## config.mk

```make
export PLATFORM = sky130hd
export DESIGN_NAME = rtcc_top
export DESIGN_NICKNAME = d
export VERILOG_FILES = /design/src/rtcc_pkg.sv /design/src/rtcc_top.sv /design/src/rtcc_prescaler.sv
export SDC_FILE = /design/constraint.sdc
export NUM_CORES = 1
export LEC_CHECK = 0
export BUFFER_PORTS_ARGS = -buffer_cell sky130_fd_sc_hd__buf_2
export CAP_MARGIN = 20
export CORE_ASPECT_RATIO = 0.9
export CORE_MARGIN = 4
export CORE_UTILIZATION = 63
export DETAILED_ROUTE_END_ITERATION = 8
export GPL_TIMING_DRIVEN = 1
export PLACE_DENSITY = 0.81
export SKIP_LAST_GASP = 1
export SYNTH_ARGS = -nofsm -noshare
export SYNTH_HDL_FRONTEND = slang
export SYNTH_SLANG_ARGS = --single-unit
```

## constraint.sdc

```tcl
create_clock -name ref_clk -period 4.5 [get_ports ref_clk]
set_clock_uncertainty 0.15 [all_clocks]
set_input_delay 0.9 -clock ref_clk [delete_from_list [all_inputs] [get_ports ref_clk]]
set_output_delay 0.9 -clock ref_clk [all_outputs]
set_load 0.01 [all_outputs]
```

## src/rtcc_pkg.sv

```systemverilog
// shared constants for the real-time counter control and readback block
package rtcc_pkg;

  // counter and match geometry
  localparam int CNT_W = 40;
  localparam int NBYTES = 5;
  localparam int BYTE_W = 8;

  // prescaler: divide by 128, first tick on the 64th crystal edge
  localparam int PRE_W = 7;
  localparam logic [PRE_W-1:0] PRE_RST_VAL = 7'h00;
  localparam logic [PRE_W-1:0] PRE_ONE = 7'h01;
  localparam logic [PRE_W-1:0] PRE_TICK_CNT = 7'h3f;

  // byte addresses on the analog configuration bus
  localparam logic [7:0] ADDR_CNT0 = 8'h40;
  localparam logic [7:0] ADDR_MATCH0 = 8'h48;
  localparam logic [7:0] ADDR_MBITS0 = 8'h50;
  localparam logic [7:0] ADDR_CTRL = 8'h58;

  // timer_control_status field positions
  localparam int BIT_SOFT_RST = 7;
  localparam int BIT_CNT_EN = 6;
  localparam int BIT_REG_ON_MATCH = 5;
  localparam int BIT_MODE_HI = 4;
  localparam int BIT_MODE_LO = 3;
  localparam int BIT_CLR_ON_MATCH = 2;
  localparam int BIT_CNT_RUN = 1;
  localparam int BIT_OSC_OWN = 0;

  // reset values, counter step and unmapped read value
  localparam logic [7:0] CTRL_RST_VAL = 8'h00;
  localparam logic [7:0] RDATA_RST_VAL = 8'h00;
  localparam logic [7:0] UNMAPPED_VAL = 8'h00;
  localparam logic [CNT_W-1:0] CNT_RST_VAL = 40'h00_0000_0000;
  localparam logic [CNT_W-1:0] CNT_ONE = 40'h00_0000_0001;
  localparam logic [CNT_W-1:0] MATCH_RST_VAL = 40'h00_0000_0000;
  localparam logic [1:0] SYNC_RST_VAL = 2'h0;

endpackage

```

## src/rtcc_top.sv

```systemverilog
// real-time counter: control register, 40-bit counter/match and captured readback
`timescale 1ns/100ps
module rtcc_top
  import rtcc_pkg::*;
(
  input wire logic ref_clk,
  input wire logic resetn,
  input wire logic supply_good,
  input wire logic crystal_clock_in,
  input wire logic [7:0] bus_addr,
  input wire logic [7:0] bus_wdata,
  input wire logic bus_wen,
  input wire logic bus_ren,
  output logic [7:0] bus_rdata,
  output logic match_out,
  output logic [1:0] osc_mode_out,
  output logic osc_select_out,
  output logic timer_in_reset
);

  // control register
  logic [7:0] ctrl_r;
  logic [7:0] ctrl_nxt;
  logic ctrl_rstn;

  // timer reset synchroniser
  logic tmr_rst_raw_n;
  logic [1:0] rst_sync_r;
  logic tmr_rstn;
  logic in_reset_r;

  // crystal edge sampling
  logic xtal_meta_r;
  logic xtal_sync_r;
  logic xtal_prev_r;
  logic xtal_rise;

  // counter, match and capture
  logic [CNT_W-1:0] cnt_r;
  logic [CNT_W-1:0] cnt_nxt;
  logic [CNT_W-1:0] match_r;
  logic [CNT_W-1:0] match_nxt;
  logic [CNT_W-1:0] cap_r;
  logic [CNT_W-1:0] cap_nxt;
  logic [CNT_W-1:0] mbits;
  logic cnt_eq;
  logic match_out_r;
  logic match_out_nxt;
  logic pre_run;
  logic pre_tick;

  // read path
  logic [7:0] rdata_r;
  logic [7:0] rdata_nxt;

  // ------------------------------------------------------------
  // control register, cleared only by power-on or supply loss
  // ------------------------------------------------------------
  // combined async clear: supply loss must act without a clock
  assign ctrl_rstn = resetn & supply_good;

  always_comb begin
    ctrl_nxt = ctrl_r;
    if (bus_wen && bus_addr == ADDR_CTRL) begin
      ctrl_nxt = bus_wdata;
    end
  end

  always_ff @(posedge ref_clk or negedge ctrl_rstn) begin
    if (!ctrl_rstn) begin
      ctrl_r <= CTRL_RST_VAL;
    end else begin
      ctrl_r <= ctrl_nxt;
    end
  end

  assign osc_mode_out = ctrl_r[BIT_MODE_HI:BIT_MODE_LO];
  assign osc_select_out = ctrl_r[BIT_OSC_OWN];

  // ------------------------------------------------------------
  // timer reset: asserts at once, releases after two clock edges
  // ------------------------------------------------------------
  // control register is not inside this reset, so bit 7 cannot clear itself
  assign tmr_rst_raw_n = ctrl_rstn & ~ctrl_r[BIT_SOFT_RST];

  always_ff @(posedge ref_clk or negedge tmr_rst_raw_n) begin
    if (!tmr_rst_raw_n) begin
      rst_sync_r <= SYNC_RST_VAL;
    end else begin
      rst_sync_r <= {rst_sync_r[0], 1'b1};
    end
  end

  assign tmr_rstn = rst_sync_r[1];

  always_ff @(posedge ref_clk or negedge ctrl_rstn) begin
    if (!ctrl_rstn) begin
      in_reset_r <= 1'b1;
    end else begin
      in_reset_r <= ~rst_sync_r[1];
    end
  end

  assign timer_in_reset = in_reset_r;

  // ------------------------------------------------------------
  // crystal clock sampled as data; needs ref_clk well above 2x crystal
  // ------------------------------------------------------------
  always_ff @(posedge ref_clk or negedge resetn) begin
    if (!resetn) begin
      xtal_meta_r <= 1'b0;
      xtal_sync_r <= 1'b0;
      xtal_prev_r <= 1'b0;
    end else begin
      xtal_meta_r <= crystal_clock_in;
      xtal_sync_r <= xtal_meta_r;
      xtal_prev_r <= xtal_sync_r;
    end
  end

  assign xtal_rise = xtal_sync_r & ~xtal_prev_r;

  // prescaler runs only with count enable and counter-run both set
  assign pre_run = ctrl_r[BIT_CNT_EN] & ctrl_r[BIT_CNT_RUN];

  rtcc_prescaler u_pre (
    .ref_clk(ref_clk),
    .tmr_rstn(tmr_rstn),
    .run(pre_run),
    .step(xtal_rise),
    .tick(pre_tick)
  );

  // ------------------------------------------------------------
  // match compare
  // ------------------------------------------------------------
  assign mbits = ~(cnt_r ^ match_r);
  assign cnt_eq = &mbits;

  always_comb begin
    match_out_nxt = cnt_eq & ctrl_r[BIT_REG_ON_MATCH];
  end

  // ------------------------------------------------------------
  // counter and match registers
  // ------------------------------------------------------------
  always_comb begin
    cnt_nxt = cnt_r;
    match_nxt = match_r;
    // byte writes; counter writes land only while counter-run is set, a stopped counter is held at zero
    for (int i = 0; i < NBYTES; i++) begin
      if (bus_wen && bus_addr == ADDR_CNT0 + 8'(i)) begin
        cnt_nxt[i*BYTE_W +: BYTE_W] = bus_wdata;
      end
      if (bus_wen && bus_addr == ADDR_MATCH0 + 8'(i)) begin
        match_nxt[i*BYTE_W +: BYTE_W] = bus_wdata;
      end
    end
    if (!ctrl_r[BIT_CNT_RUN]) begin
      cnt_nxt = CNT_RST_VAL;
    end else if (pre_tick) begin
      // zero never self-clears, otherwise a zero match would stall forever
      if (ctrl_r[BIT_CLR_ON_MATCH] && cnt_eq && cnt_r != CNT_RST_VAL) begin
        cnt_nxt = CNT_RST_VAL;
      end else begin
        cnt_nxt = cnt_r + CNT_ONE;
      end
    end
  end

  always_ff @(posedge ref_clk or negedge tmr_rstn) begin
    if (!tmr_rstn) begin
      cnt_r <= CNT_RST_VAL;
      match_r <= MATCH_RST_VAL;
      match_out_r <= 1'b0;
    end else begin
      cnt_r <= cnt_nxt;
      match_r <= match_nxt;
      match_out_r <= match_out_nxt;
    end
  end

  assign match_out = match_out_r;

  // ------------------------------------------------------------
  // readback with capture
  // ------------------------------------------------------------
  always_comb begin
    cap_nxt = cap_r;
    rdata_nxt = rdata_r;
    if (bus_ren) begin
      rdata_nxt = UNMAPPED_VAL;
      if (bus_addr == ADDR_CNT0) begin
        cap_nxt = cnt_r;
        rdata_nxt = cnt_r[BYTE_W-1:0];
      end else if (bus_addr == ADDR_MATCH0) begin
        cap_nxt = match_r;
        rdata_nxt = match_r[BYTE_W-1:0];
      end else if (bus_addr == ADDR_CTRL) begin
        rdata_nxt = ctrl_r;
      end
      for (int i = 1; i < NBYTES; i++) begin
        // higher bytes come from the held capture, never live
        if (bus_addr == ADDR_CNT0 + 8'(i) || bus_addr == ADDR_MATCH0 + 8'(i)) begin
          rdata_nxt = cap_r[i*BYTE_W +: BYTE_W];
        end
      end
      for (int i = 0; i < NBYTES; i++) begin
        if (bus_addr == ADDR_MBITS0 + 8'(i)) begin
          rdata_nxt = mbits[i*BYTE_W +: BYTE_W];
        end
      end
    end
  end

  always_ff @(posedge ref_clk or negedge tmr_rstn) begin
    if (!tmr_rstn) begin
      cap_r <= CNT_RST_VAL;
    end else begin
      cap_r <= cap_nxt;
    end
  end

  always_ff @(posedge ref_clk or negedge resetn) begin
    if (!resetn) begin
      rdata_r <= RDATA_RST_VAL;
    end else begin
      rdata_r <= rdata_nxt;
    end
  end

  assign bus_rdata = rdata_r;

endmodule // rtcc_top

```

## src/rtcc_prescaler.sv

```systemverilog
// divide-by-128 prescaler stepped by sampled crystal edges
`timescale 1ns/100ps
module rtcc_prescaler
  import rtcc_pkg::*;
(
  input wire logic ref_clk,
  input wire logic tmr_rstn,
  input wire logic run,
  input wire logic step,
  output logic tick
);

  logic [PRE_W-1:0] pre_r;
  logic [PRE_W-1:0] pre_nxt;
  logic tick_r;
  logic tick_nxt;

  always_comb begin
    pre_nxt = pre_r;
    tick_nxt = 1'b0;
    if (!run) begin
      // held at zero while stopped, restart always takes 64 edges
      pre_nxt = PRE_RST_VAL;
    end else if (step) begin
      pre_nxt = pre_r + PRE_ONE;
      // prescaled clock rises at 63 -> 64, then every 128 edges
      tick_nxt = (pre_r == PRE_TICK_CNT);
    end
  end

  always_ff @(posedge ref_clk or negedge tmr_rstn) begin
    if (!tmr_rstn) begin
      pre_r <= PRE_RST_VAL;
      tick_r <= 1'b0;
    end else begin
      pre_r <= pre_nxt;
      tick_r <= tick_nxt;
    end
  end

  assign tick = tick_r;

endmodule // rtcc_prescaler

```

**After elaboration in Yosys (flattened, before gate mapping)**

Cells that the tools add are included.

- RAM bits: 0
- Bits in read-only memories: 0
- Flip-flop bits (word level): 151
- Bits in latches: 0
- Memories: 0
- Bits of input ports: 22

- Divide/modulo/power cells: 0
- Add/subtract/negate cells: 2
- Bitwise logic cells: 10
- Eq/ne operators: 23
- Multiply operators: 0
- Shift-type cells: 0
- Muxes and demuxes: 26
- Reduce and logical (&&, ||, !) cells: 21
- $lt $le $gt $ge: 0

Operator list:

| operator | count |
|---|---|
| $mux W40 | 5 |
| $mux W8 | 17 |
| $eq A8 B7 Y1 const B | 16 |
| $add A40 B1 Y40 const B | 1 |
| $not A40 Y40 | 1 |
| $reduce_and A40 Y1 | 1 |
| $reduce_bool A40 Y1 | 1 |
| $xor A40 B40 Y40 | 1 |
| $ne A3 B1 Y1 const B | 5 |
| $mux W7 | 2 |
| $logic_and A1 B1 Y1 | 13 |
| $add A7 B1 Y7 const B | 1 |
| $eq A7 B6 Y1 const B | 1 |
| $and A1 B1 Y1 | 5 |
| $logic_or A1 B1 Y1 | 4 |
| $not A1 Y1 | 3 |
| $mux W1 | 2 |
| $ne A2 B2 Y1 const B | 1 |
| $reduce_and A2 Y1 | 1 |
| $reduce_bool A2 Y1 | 1 |

**Depth between registers and ports, before layout**

- Depth in word-level cells: 13
- Mapped depth: 10
- Gate-level depth less buffers: 8

**Hierarchy**

A second synthesis with hierarchy kept.

- Cells, all modules: 928
- Area, all modules: 8653.3 um2

By module, submodules not included:

| module | cells each | area each (um2) | times used |
|---|---|---|---|
| rtcc_top | 896 | 8264.2 | 1 |
| rtcc_prescaler | 32 | 389.1 | 1 |

**Worst setup path before layout**

OpenSTA, ideal clock, no wires.

- Kind: reg-to-reg
- Start: register rst_sync_r[1]
- End: register in_reset_r, in the netlist timer_in_reset
- Arrival time: 3.008 ns
- Slack: 1.145 ns
- Data required time: 4.153 ns
- Path buffers: 0
- Clock period less this slack: 3.355 ns
- Cell stages (with the launch flop): 2
- Cell sequence: dfrtp_1 -> inv_1

- Cells in the longest elaborated chain, start to end: 1

Ends and longest elaborated chain:

| element | line | RTL |
|---|---|---|
| from (decl) | rtcc_top.sv:28 | `logic [1:0] rst_sync_r;` |
| from (signal assigned) | rtcc_top.sv:90 | `rst_sync_r <= {rst_sync_r[0], 1'b1};` |
| $not A1 Y1 | rtcc_top.sv:100 | `in_reset_r <= ~rst_sync_r[1];` |
| to (signal assigned) | rtcc_top.sv:100 |  |
| to (decl) | rtcc_top.sv:30 | `logic in_reset_r;` |

No other way between the ends.
A chain may end at the register's enable or synchronous reset.

**Worst setup path after layout**

- Start: register cnt_r[35]
- End: register cnt_r[13]

- Cells in the longest elaborated chain, start to end: 8

Ends and longest elaborated chain:

| element | line | RTL |
|---|---|---|
| from (decl) | rtcc_top.sv:39 | `logic [CNT_W-1:0] cnt_r;` |
| from (signal assigned) | rtcc_top.sv:177 | `cnt_r <= cnt_nxt;` |
| $xor A40 B40 Y40 | rtcc_top.sv:137 | `assign mbits = ~(cnt_r ^ match_r);` |
| $not A40 Y40 | rtcc_top.sv:137 |  |
| $reduce_and A40 Y1 | rtcc_top.sv:138 | `assign cnt_eq = &mbits;` |
| $logic_and A1 B1 Y1 | rtcc_top.sv:163 | `if (ctrl_r[BIT_CLR_ON_MATCH] && cnt_eq && cnt_r != CNT_RST_VAL) begin` |
| $logic_and A1 B1 Y1 (*) | rtcc_top.sv:163 |  |
| $mux W40 (*) | rtcc_top.sv:163 |  |
| $mux W40 (*) | rtcc_top.sv:161 | `end else if (pre_tick) begin` |
| $mux W40 (*) | rtcc_top.sv:159 | `if (!ctrl_r[BIT_CNT_RUN]) begin` |

Mark *: on every way between the ends. The rest lies on a longest branch, timed or not.

==> impl_results.md <==
* Count leader, synth: dfrtp_1
* Core area at 0.0140 mm^2
* WL per Instance at 25.9 um
* Setup-failing EPs final at 0
* Post-layout min period at 3.09 ns
* Final nets at 991
* Worst vdd ir at 0.287 mV
* DRC violations left at 0
* Post-Place Cells at 1140
* Clock Power Share at between 40% and 50%
* Worst Setup End Kind: register
* Setup slack at placement at approximately 1.1 ns
* Routed wire length at 30.4 mm
* Post-CTS Hold Buffers at 0
* Synth Register Bits at 143
* Number of port buffers at 34
* Largest net degree at the start of global routing at 65
* CP Data Arrival Time at 3.23 ns
* RSZ-0062 raised after global routing: no
* H-tree depth at 4
* CP required at 4.64 ns
* Skew-Pair Late Insertion Delay at 0.43 ns
* RePlAce Congestion at between 1 and 1.5
* Register area share after synthesis at 39.8%
* Max-slew violation total from the final report at 0
* Vias at 8287
* PnR worst setup slack at about 1.4 ns
* Sw Share at 30.4%
* Via density at 7.07
* N_diodes at 0
* Hpwl dp at 22.0 mm
* TritonCTS buffer count at 17
* Final core occ at roughly 69%
* Achievable frequency at 0.323 GHz
* Seq pwr share at 44.7%
* Most area-consuming cells after synthesis: dfrtp_1 (40%), mux2_2 (6.8%), mux2i_1 (4.2%), o21ai_0 (4.1%), xor2_1 (4.0%)
* Yosys top cell area share at approximately two fifths
* Worst slew margin at 42.6%
* Syn Inst Count at 976
* Initial antenna violation count at 0
* Pleak at about 0.0043 uW
* Full die area at between 0.015 and 0.02 mm^2
* Global-route wire length before repair at 46.5 mm
* Clk buf depth at 2
* Proportion of layout cells with a drive suffix above 1 at approximately 17%
* Synth top cells by count: dfrtp_1 (142), nand2_1 (92), o21ai_0 (74)
* Drt first pass iters at 6
* Final hold violation count at 0
* Cell Rows at 41
* Die height at roughly 120 um
* Initial Util at 64.2%
* FFs w/ async S/R, synth at 100%
* Die Width at 134 um
* Area delta synth->final at 7.78%
* YS warnings at 0
* CP max FO at 7
* Status: complete, no violations
* Total gr overflow at 0
* Final period util at between 60% and 70%
* Clock Sink Count at 143
* Post-synth EDFFs at 0
* Clock root cell: clkbuf_16
* Final ANT Viol Nets at 0
* Post-CTS Resized at 0
* P_int at 2200 uW
* Syn nets at 1001
* Via count of the first global-routing pass at approximately 7700
* Global Route Usage Sum at about two fifths
* Combinational share of power at approximately 12%
* Average cell area after synthesis at 9.21 um^2
* Setup TNS at 0 ns
* # fillers at roughly 1100
* Max_cap viols at 0
* Finished Layout Cells at 1172
* 1st-iter DRT viols at about 1400
* Hold Crit Class: reg2async
* Power Density at 327 mW/mm^2
* Transition time of the tightest slew-check pin at 0.860 ns
* Worst-path clk slew at 0.07 ns
* Switching power at 964 uW
* Crit path kind: reg2reg
* Worst Setup Start Kind: register
* Power consumption at between 3000 and 4000 uW
* Netlist cell types at 73
* Number of I/O pins at 35
* Top FF cell, synth: dfrtp_1
* CTS tree: built
* Post-CTS Setup Inserts at 0
* Mapped cell area at between 0.008 and 0.009 mm^2
* Synth area leader: dfrtp_1
final timing paths:
check                         startpoint       endpoint  slack [ns]  depth (start not counted)
max in group asynchronous  rst_sync_r[1]      cnt_r[12]        2.95                          1
max reg2reg                    cnt_r[35]      cnt_r[13]        1.41                          6
max                            cnt_r[35]      cnt_r[13]        1.41                          6
min                            ctrl_r[7]  rst_sync_r[0]        0.12                          1
min reg2reg                    ctrl_r[7]  rst_sync_r[0]        0.12                          1
min in group ref_clk         xtal_meta_r    xtal_sync_r        0.20                          0
critical path, cell delays in order, from the launching register on:
cell and delay [ns]:
dfrtp_1 0.61, xor2_1 0.24, nor4_1 0.39, nand4_1 0.25, nor4_2 0.74, nand3b_1 0.40, o21ai_0 0.17
flip-flops by register name (all words and copies together), names as in the netlist:
name,count
bus_rdata,8
cap_r,32
cnt_r,40
ctrl_r,8
match_out,1
match_r,40
rst_sync_r,2
timer_in_reset,1
u_pre.pre_r,7
u_pre.tick,1
xtal_meta_r,1
xtal_prev_r,1
xtal_sync_r,1
layout by cell type, fill, tap and decap left out, types with 4 or more instances in the layout:
master	Yosys	routed
o31ai_1	4	4
or3_1	4	4
and2_1	6	6
o21ai_0	74	74
and3_1	19	18
nor3_1	23	23
a21oi_1	58	58
a221oi_1	12	12
mux2_2	54	54
xor2_1	41	41
nor2_1	49	49
nand4_1	23	23
a22o_1	4	4
nand2_1	92	92
o311ai_0	8	8
a22oi_1	7	7
nor2b_1	10	10
inv_1	16	16
a211oi_1	4	4
nor4_1	35	34
o22ai_1	24	24
o211ai_1	10	10
buf_4	7	22
dfrtp_1	142	141
mux2i_1	38	38
o221ai_1	5	5
nand3_1	38	38
nor4_2	4	5
clkbuf_16	0	17
buf_2	28	34
xnor2_1	5	5
nor4b_1	4	4
nand2b_1	8	8
o21a_1	13	13
inv_6	0	6
logic make-up after synthesis:
| kind of cell | after synthesis | synth area share (%) |
|---|---|---|
| xor+xnor | 49 | 5.03 |
| simple gates | 335 | 20.0 |
| fa+ha+maj | 3 | 0.418 |
| flops | 143 | 39.8 |
| other cells | 1 | 0.0417 |
| mux | 92 | 11.0 |
| compound gates | 252 | 17.9 |
| buf+inv | 101 | 5.75 |
power groups by stage:
stage	clock (uW)	sequential (uW)	combinational, uW
floorplan	0	1400	258
global placement	0	1440	375
detailed placement	0	1440	373
CTS	1370	1410	376
global route	1430	1420	413
finish	1360	1420	390
metrics by stage:
stage          area, um^2  hold WS (ns)
2_1_floorplan        8990        0.0300
3_3_place_gp         9130        0.0849
3_5_place_dp         9130         0.101
4_1_cts              9690         0.124
5_1_grt              9690         0.154
6_report             9690         0.115
area by class of cell:
class,count,area (um^2),share of cell area (%)
Sequential cell,143,3580,37.0
Inverter,16,60.1,0.620
Timing Repair Buffer,56,335,3.46
Multi-Input combinational cell,732,4910,50.7
Clock inverter,14,121,1.25
Tap cell,193,241,2.49
Clock buffer,18,439,4.53
per-layer routing:
metal | up-vias | part of all wire, % | track usage [%]
li1 | 3587 | - | -
met1 | 3968 | 40 | 54.3
met2 | 625 | 42 | 54.4
met3 | 107 | 13 | 10.9
met4 | 0 | 4.5 | 16.8
met5 | - | 0 | 0
Power figures use the tool's default switching activity.
